===== src/inc/por_seq_pkg.sv =====
// package with phase timing, filter times and grouped signal types for the supply monitor and reset sequencer
// What this block does
// four phases: 1032, 1180, 688, 617 oscillator cycles
// release CPU reset after last phase, fetch zero
// power-good low while monitor reports supply low
// low power-good isolates core and I/O control
// I/O undervoltage asserts internal power-on reset
// core out of range: outputs hi-Z, reset
// monitoring off during any low-power mode
// reset pin filter: ignore <500ns, reset >2000ns
// supply glitches up to 250ns-1us rejected
// supervisor holds reset pin while supplies bad
// any reset drives warm reset pin low
// new power-on reset restarts phases, holds CPU
package por_seq_pkg;
   // ****************************************
   // timing
   // ****************************************
   localparam int unsigned CLK_PERIOD_PS = 8000;
   localparam int unsigned OSC_START_CYC = 1032;
   localparam int unsigned FUSE_LOAD_CYC = 1180;
   localparam int unsigned PUMP_UP_CYC = 688;
   localparam int unsigned BANK_UP_CYC = 617;
   // the pin filter acts between its least and longest time; the chosen point is the least
   localparam int unsigned PIN_FILT_MIN_NS = 500;
   localparam int unsigned PIN_FILT_MAX_NS = 2000;
   localparam int unsigned PIN_FILT_CYC = (PIN_FILT_MIN_NS * 1000 + CLK_PERIOD_PS - 1) / CLK_PERIOD_PS;
   localparam int unsigned SUP_GLITCH_MIN_NS = 250;
   localparam int unsigned SUP_GLITCH_MAX_NS = 1000;
   localparam int unsigned SUP_FILT_CYC = (SUP_GLITCH_MIN_NS * 1000 + CLK_PERIOD_PS - 1) / CLK_PERIOD_PS;
   localparam int unsigned CNT_W = 11;
   localparam logic [31:0] BOOT_ADDR = 32'h0000_0000;

   // ****************************************
   // types
   // ****************************************
   typedef enum logic [2:0] {
      PH_RESET,
      PH_OSC,
      PH_FUSE,
      PH_PUMP,
      PH_BANK,
      PH_RUN
   } phase_t;

   typedef struct packed {
      logic core_low;
      logic core_high;
      logic io_low;
   } supply_flags_t;

   typedef struct packed {
      logic core_power_good;
      logic io_power_good;
      logic core_isolate;
      logic io_isolate;
      logic outputs_hiz;
   } power_status_t;
endpackage


===== src/rtl/debounce_level.sv =====
// synchroniser and persistence filter for one asynchronous level input
module debounce_level #(
   parameter int unsigned FILT_CYC = 63,
   parameter bit RESET_VAL = 1'b0
) (
   // clock and reset
   input wire logic i_clk,
   input wire logic i_arst_n,
   // level in and filtered out
   input wire logic i_level,
   output logic o_level
);
   localparam int unsigned W = $clog2(FILT_CYC + 1);
   logic s1_q;
   logic s2_q;
   logic s3_q;
   logic [W-1:0] cnt_q;

   always_ff @(posedge i_clk or negedge i_arst_n) begin
      if (!i_arst_n) begin
         s1_q <= RESET_VAL;
         s2_q <= RESET_VAL;
         s3_q <= RESET_VAL;
      end else begin
         s1_q <= i_level;
         s2_q <= s1_q;
         s3_q <= s2_q;
      end
   end

   // a change counts only while stages two and three agree and differ from the output
   always_ff @(posedge i_clk or negedge i_arst_n) begin
      if (!i_arst_n) begin
         cnt_q <= '0;
         o_level <= RESET_VAL;
      end else if (s2_q != s3_q || s3_q == o_level) begin
         cnt_q <= '0;
      end else if (cnt_q == W'(FILT_CYC - 1)) begin
         cnt_q <= '0;
         o_level <= s3_q;
      end else begin
         cnt_q <= cnt_q + W'(1);
      end
   end
endmodule


===== src/rtl/supply_monitor_por_sequencer.sv =====
// power-on reset with supply monitoring and power-up phase sequencing
module supply_monitor_por_sequencer #(
   parameter int unsigned OSC_START_CYC = por_seq_pkg::OSC_START_CYC,
   parameter int unsigned FUSE_LOAD_CYC = por_seq_pkg::FUSE_LOAD_CYC,
   parameter int unsigned PUMP_UP_CYC = por_seq_pkg::PUMP_UP_CYC,
   parameter int unsigned BANK_UP_CYC = por_seq_pkg::BANK_UP_CYC
) (
   // oscillator clock and raw reset
   input wire logic i_clk,
   input wire logic i_arst_n,
   // external pin and analog comparator flags
   input wire logic i_power_on_reset_n,
   input wire por_seq_pkg::supply_flags_t i_supply_flags,
   input wire logic i_low_power_mode,
   // warm reset pin, open drain
   input wire logic i_warm_reset_n,
   output logic o_warm_reset_n,
   output logic o_warm_reset_n_oe,
   // status and sequencing outputs
   output por_seq_pkg::power_status_t o_status,
   output logic o_por_n,
   output logic o_warm_req,
   output logic o_cpu_reset_n,
   output logic [31:0] o_boot_addr,
   output por_seq_pkg::phase_t o_phase
);
   logic pin_n_f;
   logic core_low_f;
   logic core_high_f;
   logic io_low_f;
   logic warm_pin_f;
   logic mon_en;
   logic core_bad;
   logic io_bad;
   logic por_req;
   logic por_n_q;
   por_seq_pkg::phase_t phase_q;
   logic [por_seq_pkg::CNT_W-1:0] cnt_q;

   // ****************************************
   // input filters
   // ****************************************
   debounce_level #(.FILT_CYC(por_seq_pkg::PIN_FILT_CYC), .RESET_VAL(1'b0)) u_pin_filt (
      .i_clk(i_clk), .i_arst_n(i_arst_n), .i_level(i_power_on_reset_n), .o_level(pin_n_f));
   debounce_level #(.FILT_CYC(por_seq_pkg::SUP_FILT_CYC), .RESET_VAL(1'b1)) u_core_low (
      .i_clk(i_clk), .i_arst_n(i_arst_n), .i_level(i_supply_flags.core_low), .o_level(core_low_f));
   debounce_level #(.FILT_CYC(por_seq_pkg::SUP_FILT_CYC), .RESET_VAL(1'b0)) u_core_high (
      .i_clk(i_clk), .i_arst_n(i_arst_n), .i_level(i_supply_flags.core_high), .o_level(core_high_f));
   debounce_level #(.FILT_CYC(por_seq_pkg::SUP_FILT_CYC), .RESET_VAL(1'b1)) u_io_low (
      .i_clk(i_clk), .i_arst_n(i_arst_n), .i_level(i_supply_flags.io_low), .o_level(io_low_f));
   debounce_level #(.FILT_CYC(por_seq_pkg::PIN_FILT_CYC), .RESET_VAL(1'b1)) u_warm_filt (
      .i_clk(i_clk), .i_arst_n(i_arst_n), .i_level(i_warm_reset_n), .o_level(warm_pin_f));

   // ****************************************
   // monitor decisions
   // ****************************************
   assign mon_en = !i_low_power_mode;
   assign core_bad = mon_en && (core_low_f || core_high_f);
   assign io_bad = mon_en && io_low_f;
   // pin filter relies on the supervisor holding the pin while supplies are bad
   assign por_req = !pin_n_f || io_bad || core_bad;

   always_ff @(posedge i_clk or negedge i_arst_n) begin
      if (!i_arst_n) begin
         por_n_q <= 1'b0;
      end else begin
         por_n_q <= !por_req;
      end
   end

   // power-good and isolation follow the monitor directly
   always_comb begin
      o_status.core_power_good = !(mon_en && core_low_f);
      o_status.io_power_good = !io_bad;
      o_status.core_isolate = !o_status.core_power_good || !o_status.io_power_good;
      o_status.io_isolate = !o_status.core_power_good || !o_status.io_power_good;
      // raw flag path is unclocked so the pins float at once; gated by monitor enable
      o_status.outputs_hiz = mon_en && (i_supply_flags.core_low || i_supply_flags.core_high || core_bad);
   end

   // ****************************************
   // phase sequencer
   // ****************************************
   function automatic logic [por_seq_pkg::CNT_W-1:0] phase_len(input por_seq_pkg::phase_t ph);
      case (ph)
         por_seq_pkg::PH_OSC: phase_len = por_seq_pkg::CNT_W'(OSC_START_CYC - 1);
         por_seq_pkg::PH_FUSE: phase_len = por_seq_pkg::CNT_W'(FUSE_LOAD_CYC - 1);
         por_seq_pkg::PH_PUMP: phase_len = por_seq_pkg::CNT_W'(PUMP_UP_CYC - 1);
         default: phase_len = por_seq_pkg::CNT_W'(BANK_UP_CYC - 1);
      endcase
   endfunction

   always_ff @(posedge i_clk or negedge i_arst_n) begin
      if (!i_arst_n) begin
         phase_q <= por_seq_pkg::PH_RESET;
         cnt_q <= '0;
      end else if (!por_n_q) begin
         phase_q <= por_seq_pkg::PH_RESET;
         cnt_q <= '0;
      end else begin
         case (phase_q)
            por_seq_pkg::PH_RESET: begin
               phase_q <= por_seq_pkg::PH_OSC;
               cnt_q <= '0;
            end
            por_seq_pkg::PH_OSC, por_seq_pkg::PH_FUSE, por_seq_pkg::PH_PUMP, por_seq_pkg::PH_BANK: begin
               if (cnt_q == phase_len(phase_q)) begin
                  cnt_q <= '0;
                  case (phase_q)
                     por_seq_pkg::PH_OSC: phase_q <= por_seq_pkg::PH_FUSE;
                     por_seq_pkg::PH_FUSE: phase_q <= por_seq_pkg::PH_PUMP;
                     por_seq_pkg::PH_PUMP: phase_q <= por_seq_pkg::PH_BANK;
                     default: phase_q <= por_seq_pkg::PH_RUN;
                  endcase
               end else begin
                  cnt_q <= cnt_q + por_seq_pkg::CNT_W'(1);
               end
            end
            default: begin
               phase_q <= por_seq_pkg::PH_RUN;
            end
         endcase
      end
   end

   // ****************************************
   // outputs
   // ****************************************
   assign o_por_n = por_n_q;
   assign o_phase = phase_q;
   // gated by the internal reset too, so a new reset holds the cpu in the cycle before the phase drops
   assign o_cpu_reset_n = por_n_q && (phase_q == por_seq_pkg::PH_RUN); // see R2
   assign o_boot_addr = por_seq_pkg::BOOT_ADDR;
   assign o_warm_req = !warm_pin_f;
   // drive low during any reset condition; only low is ever driven
   assign o_warm_reset_n = 1'b0;
   assign o_warm_reset_n_oe = !o_cpu_reset_n;
endmodule


===== config.mk =====
export PLATFORM = sky130hd
export DESIGN_NAME = supply_monitor_por_sequencer
export DESIGN_NICKNAME = d
export VERILOG_FILES = /design/src/inc/por_seq_pkg.sv /design/src/rtl/debounce_level.sv /design/src/rtl/supply_monitor_por_sequencer.sv
export SDC_FILE = /design/constraint.sdc
export NUM_CORES = 1
export LEC_CHECK = 0
export ABC_AREA = 1
export ABC_CLOCK_PERIOD_IN_PS = 1500
export BUFFER_PORTS_ARGS = -buffer_cell sky130_fd_sc_hd__buf_2
export CELL_PAD_IN_SITES_DETAIL_PLACEMENT = 1
export CELL_PAD_IN_SITES_GLOBAL_PLACEMENT = 1
export CORE_MARGIN = 3
export CORE_UTILIZATION = 30
export DETAILED_ROUTE_END_ITERATION = 10
export PLACE_DENSITY = 0.61
export SLEW_MARGIN = 20
export SYNTH_ARGS = -nofsm -noshare
export SYNTH_HDL_FRONTEND = slang
export SYNTH_HIERARCHICAL = 1
export SYNTH_SLANG_ARGS = --single-unit

===== constraint.sdc =====
create_clock -name i_clk -period 1.5 [get_ports i_clk]
set_clock_uncertainty 0.2 [all_clocks]
set_input_delay 0.3 -clock i_clk [delete_from_list [all_inputs] [get_ports i_clk]]
set_output_delay 0.3 -clock i_clk [all_outputs]
set_load 0.005 [all_outputs]

Word-level counts from Yosys, hierarchy flattened
Cells that the tools add are included.
{ "totals": {"reg_bits": 65, "latch_bits": 0, "ram_bits": 0, "mem_bits_ro": 0, "in_bits": 8, "out_inout_bits": 45, "word_cells": 112, "memories": 0} }
{ "op_classes": {"add_sub_neg": 6, "n_mul": 0, "div_mod_pow": 0, "magnitude_cmp": 0, "eq_ne": 23, "n_shift": 0, "muxes": 20, "bitwise": 5, "reduce_logical": 30} }
{ "op_table": {"columns": ["op", "count"], "rows": [
  ["$mux W6", 10],
  ["$mux W11", 4],
  ["$pmux W11 S3", 1],
  ["$add A6 B1 Y6 const B", 5],
  ["$pmux W11 S2", 1],
  ["$eq A6 B5 Y1 const B", 3],
  ["$eq A6 B6 Y1 const B", 2],
  ["$add A11 B1 Y11 const B", 1],
  ["$eq A11 B11 Y1", 1],
  ["$logic_or A1 B1 Y1", 11],
  ["$reduce_and A2 Y1", 5],
  ["$pmux W3 S3", 1],
  ["$logic_not A1 Y1", 7],
  ["$eq A3 B2 Y1 const B", 2],
  ["$eq A3 B3 Y1 const B", 2],
  ["$mux W3", 2],
  ["$pmux W3 S2", 1],
  ["$eq A1 B1 Y1", 5],
  ["$logic_and A1 B1 Y1", 5],
  ["$ne A1 B1 Y1", 5],
  ["$not A1 Y1", 5],
  ["$reduce_or A4 Y1", 1],
  ["$eq A3 B1 Y1 const B", 1],
  ["$logic_not A3 Y1", 1],
  ["2 further kinds", 2]
]} }

Longest topological paths before layout
{ "logic_depth": {"ltp_word": 8, "mapped_depth": 12, "ltp_nobuf": 11} }

By module
The synthesis kept the hierarchy.
{ "modules_own_cells": {"columns": ["mod", "instances", "cells_each", "area_each_um2", "seq_area_each_um2"], "rows": [
  ["supply_monitor_por_sequencer", 1, 186, 1391.3, 375.4],
  ["debounce_level (u_core_low ...)", 2, 48, 432.9, 255.2],
  ["debounce_level (u_warm_filt)", 1, 53, 483.0, 255.2],
  ["debounce_level (u_pin_filt)", 1, 55, 475.5, 250.2],
  ["debounce_level (u_core_high)", 1, 48, 427.9, 250.2]
]} }

Least setup slack after synthesis
Ideal clock, no wire load.
{ "synth_path": {"path_type": "flip-flop to flip-flop", "start": "reg, netlist name cnt_q[0]", "end": "reg, netlist name cnt_q[10]", "setup_ps": 73, "t_arrival_ps": 1366, "t_required_ps": 1227, "setup_slack_ps": -139, "path_stages_with_launch": 10, "path_buffers": 0, "period_less_slack_ps": 1639, "cell_sequence": "dfrtp_1 ha_1 nand3_1 nor3_1 nand2_1 nor2_1 nand3_1 nand2_1 nand2_1 a21oi_2"} }

Final worst setup path
{ "layout_path": {"start": "reg phase_q[2], in the netlist o_phase[2]", "end": "out o_warm_reset_n_oe"} }
{ "layout_via": {"elab_chain_cells": 3} }
{ "layout_lines": {"columns": ["element", "line_no", "rtl"], "rows": [
  ["start: declaration", "supply_monitor_por_sequencer.sv:37", "por_seq_pkg::phase_t phase_q;"],
  ["start signal: assignment", "supply_monitor_por_sequencer.sv:95", "phase_q <= por_seq_pkg::PH_RESET;"],
  ["start signal: assignment", "supply_monitor_por_sequencer.sv:98", "phase_q <= por_seq_pkg::PH_RESET;"],
  ["start signal: assignment", "supply_monitor_por_sequencer.sv:103", "phase_q <= por_seq_pkg::PH_OSC;"],
  ["$eq A3 B3 Y1", "supply_monitor_por_sequencer.sv:132", "assign o_cpu_reset_n = por_n_q && (phase_q == por_seq_pkg::PH_RUN);"],
  ["$logic_and A1 B1 Y1", "supply_monitor_por_sequencer.sv:132", null],
  ["$logic_not A1 Y1", "supply_monitor_por_sequencer.sv:137", "assign o_warm_reset_n_oe = !o_cpu_reset_n;"],
  ["end: declaration", "supply_monitor_por_sequencer.sv:18", "output logic o_warm_reset_n_oe,"]
]} }
No other way between the ends.

==> reports/qor.csv <==
stage;metric;value;unit
synthesis;syn_inst;438;
cts;cts_sinks;65;
job;cap_violations;0;
critical_path;cp.arrival;1260;ps
synthesis;yosys_warnings;6;
final_layout;fillers;1384;
cts;htree_levels;3;
floorplan;start_util;0.312;
global_routing;grt_max_degree;66;
global_routing;grt_usage;0.131;
critical_path;crit_buf_inv;3;
cts;cts.path.max_buffers;2;
cts;cts_made_buffers;9;
critical_path;cp-end-kind;output pin;
timing;finalCritPeriodShare;1.17;
critical_path;crit_type;flip-flop to output pin;
critical_path;cpPeakStageDelay;400;ps
power;power.total;3.99;mW
run_status;violations;setup timing;
timing;rsz0062_at_grt;true;
final_layout;antennaDiodeCount;0;
timing;slew_viol_final;0;
cts;worstSkewPairLatency;330;ps
global_routing;grt_overflow;0;
worst_hold_path;whs_path_depth;0;
timing;finalCriticalPeriod;1760;ps
timing;setup-violations-final;25;
critical_path;cp_cell_sequence;buf_6 -> nand2_8 -> nor3_4 -> inv_1 -> buf_2;
place;io_buffers;19;
synthesis;ys_seq_elements;65;
synthesis;yosysUniqueCellTypes;28;
place;gp_congestion;0.764;
run_status;status;complete, but fails checks;
global_routing;grt_pass1_vias;3094;
place;place_inst;630;
floorplan;die_area;13500;um^2
drt;drtIter0Drc;63;
drt;viasPerCell;4.34;
final_layout;area_growth;30.1;%
drt;drc;0;
final_layout;drive_above_1_share;0.346;
critical_path;rr_worst_depth;10;
cts;ctsRootBufferMaster;clkbuf_16;
critical_path;cp.depth;5;
drt;wl_per_cell;12.1;um
drt;firstDrtPassIters;4;
synthesis;syn_avg_cell_area;8.32;um^2
power;p_per_area;841;nW/um^2
critical_path;worstSetupStartpoint;o_phase[2]$_DFFE_PN0P_;
cts;clk_pin_slew_worst_paths;50;ps
worst_hold_path;hp-class;flip-flop to flip-flop;
critical_path;critPathSlowestCell;dfrtp_2;
worst_hold_path;hp-start;u_core_high/s1_q$_DFF_PN0_;
timing;max_freq;568;MHz
synthesis;synth_seq_area_share;0.451;
critical_path;crit_family;flip-flops;
power;peakVddDrop;0.000664;V
critical_path;cp_max_fo;3;
final_layout;seq_area;1650;um^2
final_layout;layout.nets;537;
drt;drt_wl_total;8090;um
floorplan;io_pins;53;
timing;hold_viol_final;0;
global_routing;grt_pass1_wl;14000;um
cts;cts_tree;done;
final_layout;final_cells;669;
drt;vias;2904;
critical_path;r2r_start;o_phase[2]$_DFFE_PN0P_;
critical_path;start_kind;flip-flop;
final_layout;multiInputGateArea;1800;um^2
floorplan;die_w;116;um
floorplan;core;11700;um^2
floorplan;rows;39;
synthesis;syn_area;3640;um^2
timing;fin_ws;-260;ps
drt;final_antenna_net_count;0;
critical_path;worstPathRequired;1000;ps
global_routing;grt_antenna_before_repair;0;
place;hpwl;5630;um
power;p_leak;2.15;nW
timing;tns;-4620;ps
timing;hold_ws;151;ps
floorplan;die_y;116;um
==> per-stage QoR <==
stage,setup slack (ps),instance area [um^2],utilization
2_1_floorplan,-113,3770,-
3_3_place_gp,-230,4030,0.346
3_5_place_dp,-288,4030,0.346
4_1_cts,-283,4580,0.392
5_1_grt,-387,4740,0.407
6_report,-260,4740,0.407
==> logic make-up (layout without fill, tap and decap cells) <==
kind of cell / count (synthesis) / count (layout) / share of synthesized area
AOI/OAI and AO/OA: 23 / 23 / 0.0429
xor gates and xnor gates: 17 / 17 / 0.0409
adders and majority gates: 8 / 8 / 0.0275
buffers and inverters: 93 / 149 / 0.137
DFF: 65 / 65 / 0.451
other: 1 / 33 / 0.00103
and+or+nand+nor: 231 / 231 / 0.300
==> cells in the final DEF, fill, tap and decap left out, drive strengths merged <==
| cell type | Yosys | routed |
|---|---|---|
| nand2 | 113 | 113 |
| buf | 36 | 70 |
| nor2 | 63 | 63 |
| inv | 57 | 57 |
| dfrtp | 53 | 53 |
| nand3 | 38 | 38 |
| conb | 1 | 33 |
| xor2 | 13 | 13 |
| clkbuf | 0 | 13 |
| dfstp | 12 | 12 |
| a21oi | 12 | 12 |
| o21ai | 11 | 11 |
| ha | 8 | 8 |
| nand4 | 6 | 6 |
| dlygate4sd3 | 0 | 6 |
| nor3b | 6 | 6 |
| nor3 | 5 | 5 |
| xnor2 | 4 | 4 |
| clkinv | 0 | 3 |
==> cell usage after synthesis, drive strengths merged <==
cell     n  area share
nand4    6       0.010
xor2    13       0.031
o21ai   11       0.015
nor3     5      0.0069
nor3b    6       0.012
xnor2    4      0.0096
conb     1      0.0010
a21oi   12       0.028
nand3   38       0.057
ha       8       0.027
buf     36       0.078
nor2    63       0.078
dfstp   12       0.087
dfrtp   53        0.36
nand2  113        0.14
inv     57       0.059
==> final timing paths <==
| kind | endpoint | slack, ps |
|---|---|---|
| hold / removal | u_core_high/s2_q$_DFF_PN0_ | 150 |
| setup reg to reg | o_phase[0]$_DFFE_PN0P_ | -230 |
| min in group asynchronous | u_io_low/cnt_q[5]$_DFF_PN0_ | 320 |
| hold reg to reg | u_core_high/s2_q$_DFF_PN0_ | 150 |
| max in group asynchronous | u_warm_filt/s2_q$_DFF_PN1_ | 450 |
| setup / recovery | o_warm_reset_n_oe | -260 |
==> layout make-up <==
type | instances | share of cell area
Tap cell | 143 | 0.0377
Clock buffer | 13 | 0.0549
Inverter | 57 | 0.0467
Sequential cell | 65 | 0.347
Timing Repair Buffer | 76 | 0.131
Multi-Input combinational cell | 312 | 0.379
Clock inverter | 3 | 0.00317
==> sequential cells by signal (all words and copies together) (netlist names), 3 cells and up <==
name and flops:
cnt_q 11, o_phase 3, u_core_high/cnt_q 6, u_io_low/cnt_q 6
u_pin_filt/cnt_q 6, u_warm_filt/cnt_q 6, u_core_low/cnt_q 6
==> metal layers <==
metal | GRT usage | wire length, um
met1 | 0.157 | 3690
met5 | 0 | 0
met3 | 0.0394 | 284
met4 | 0.0464 | 108
met2 | 0.225 | 4010
==> power by group <==
part	leakage [nW]	internal (mW)	switching [mW]	total (mW)
combinational	1.17	0.0666	0.130	0.197
sequential	0.838	1.81	0.0341	1.84
clock	0.139	1.20	0.751	1.95
total	2.15	3.07	0.915	3.99
==> what timing repair did <==
item                       in CTS  in global routing
resized for setup              27                 41
buffers inserted               16                  8
pin swaps                       4                 18
gates cloned                    0                  0
hold endpoints to repair       58                  0
hold buffers                    6                  0
setup endpoints to repair      27                 44
Power figures use the tool's default switching activity.
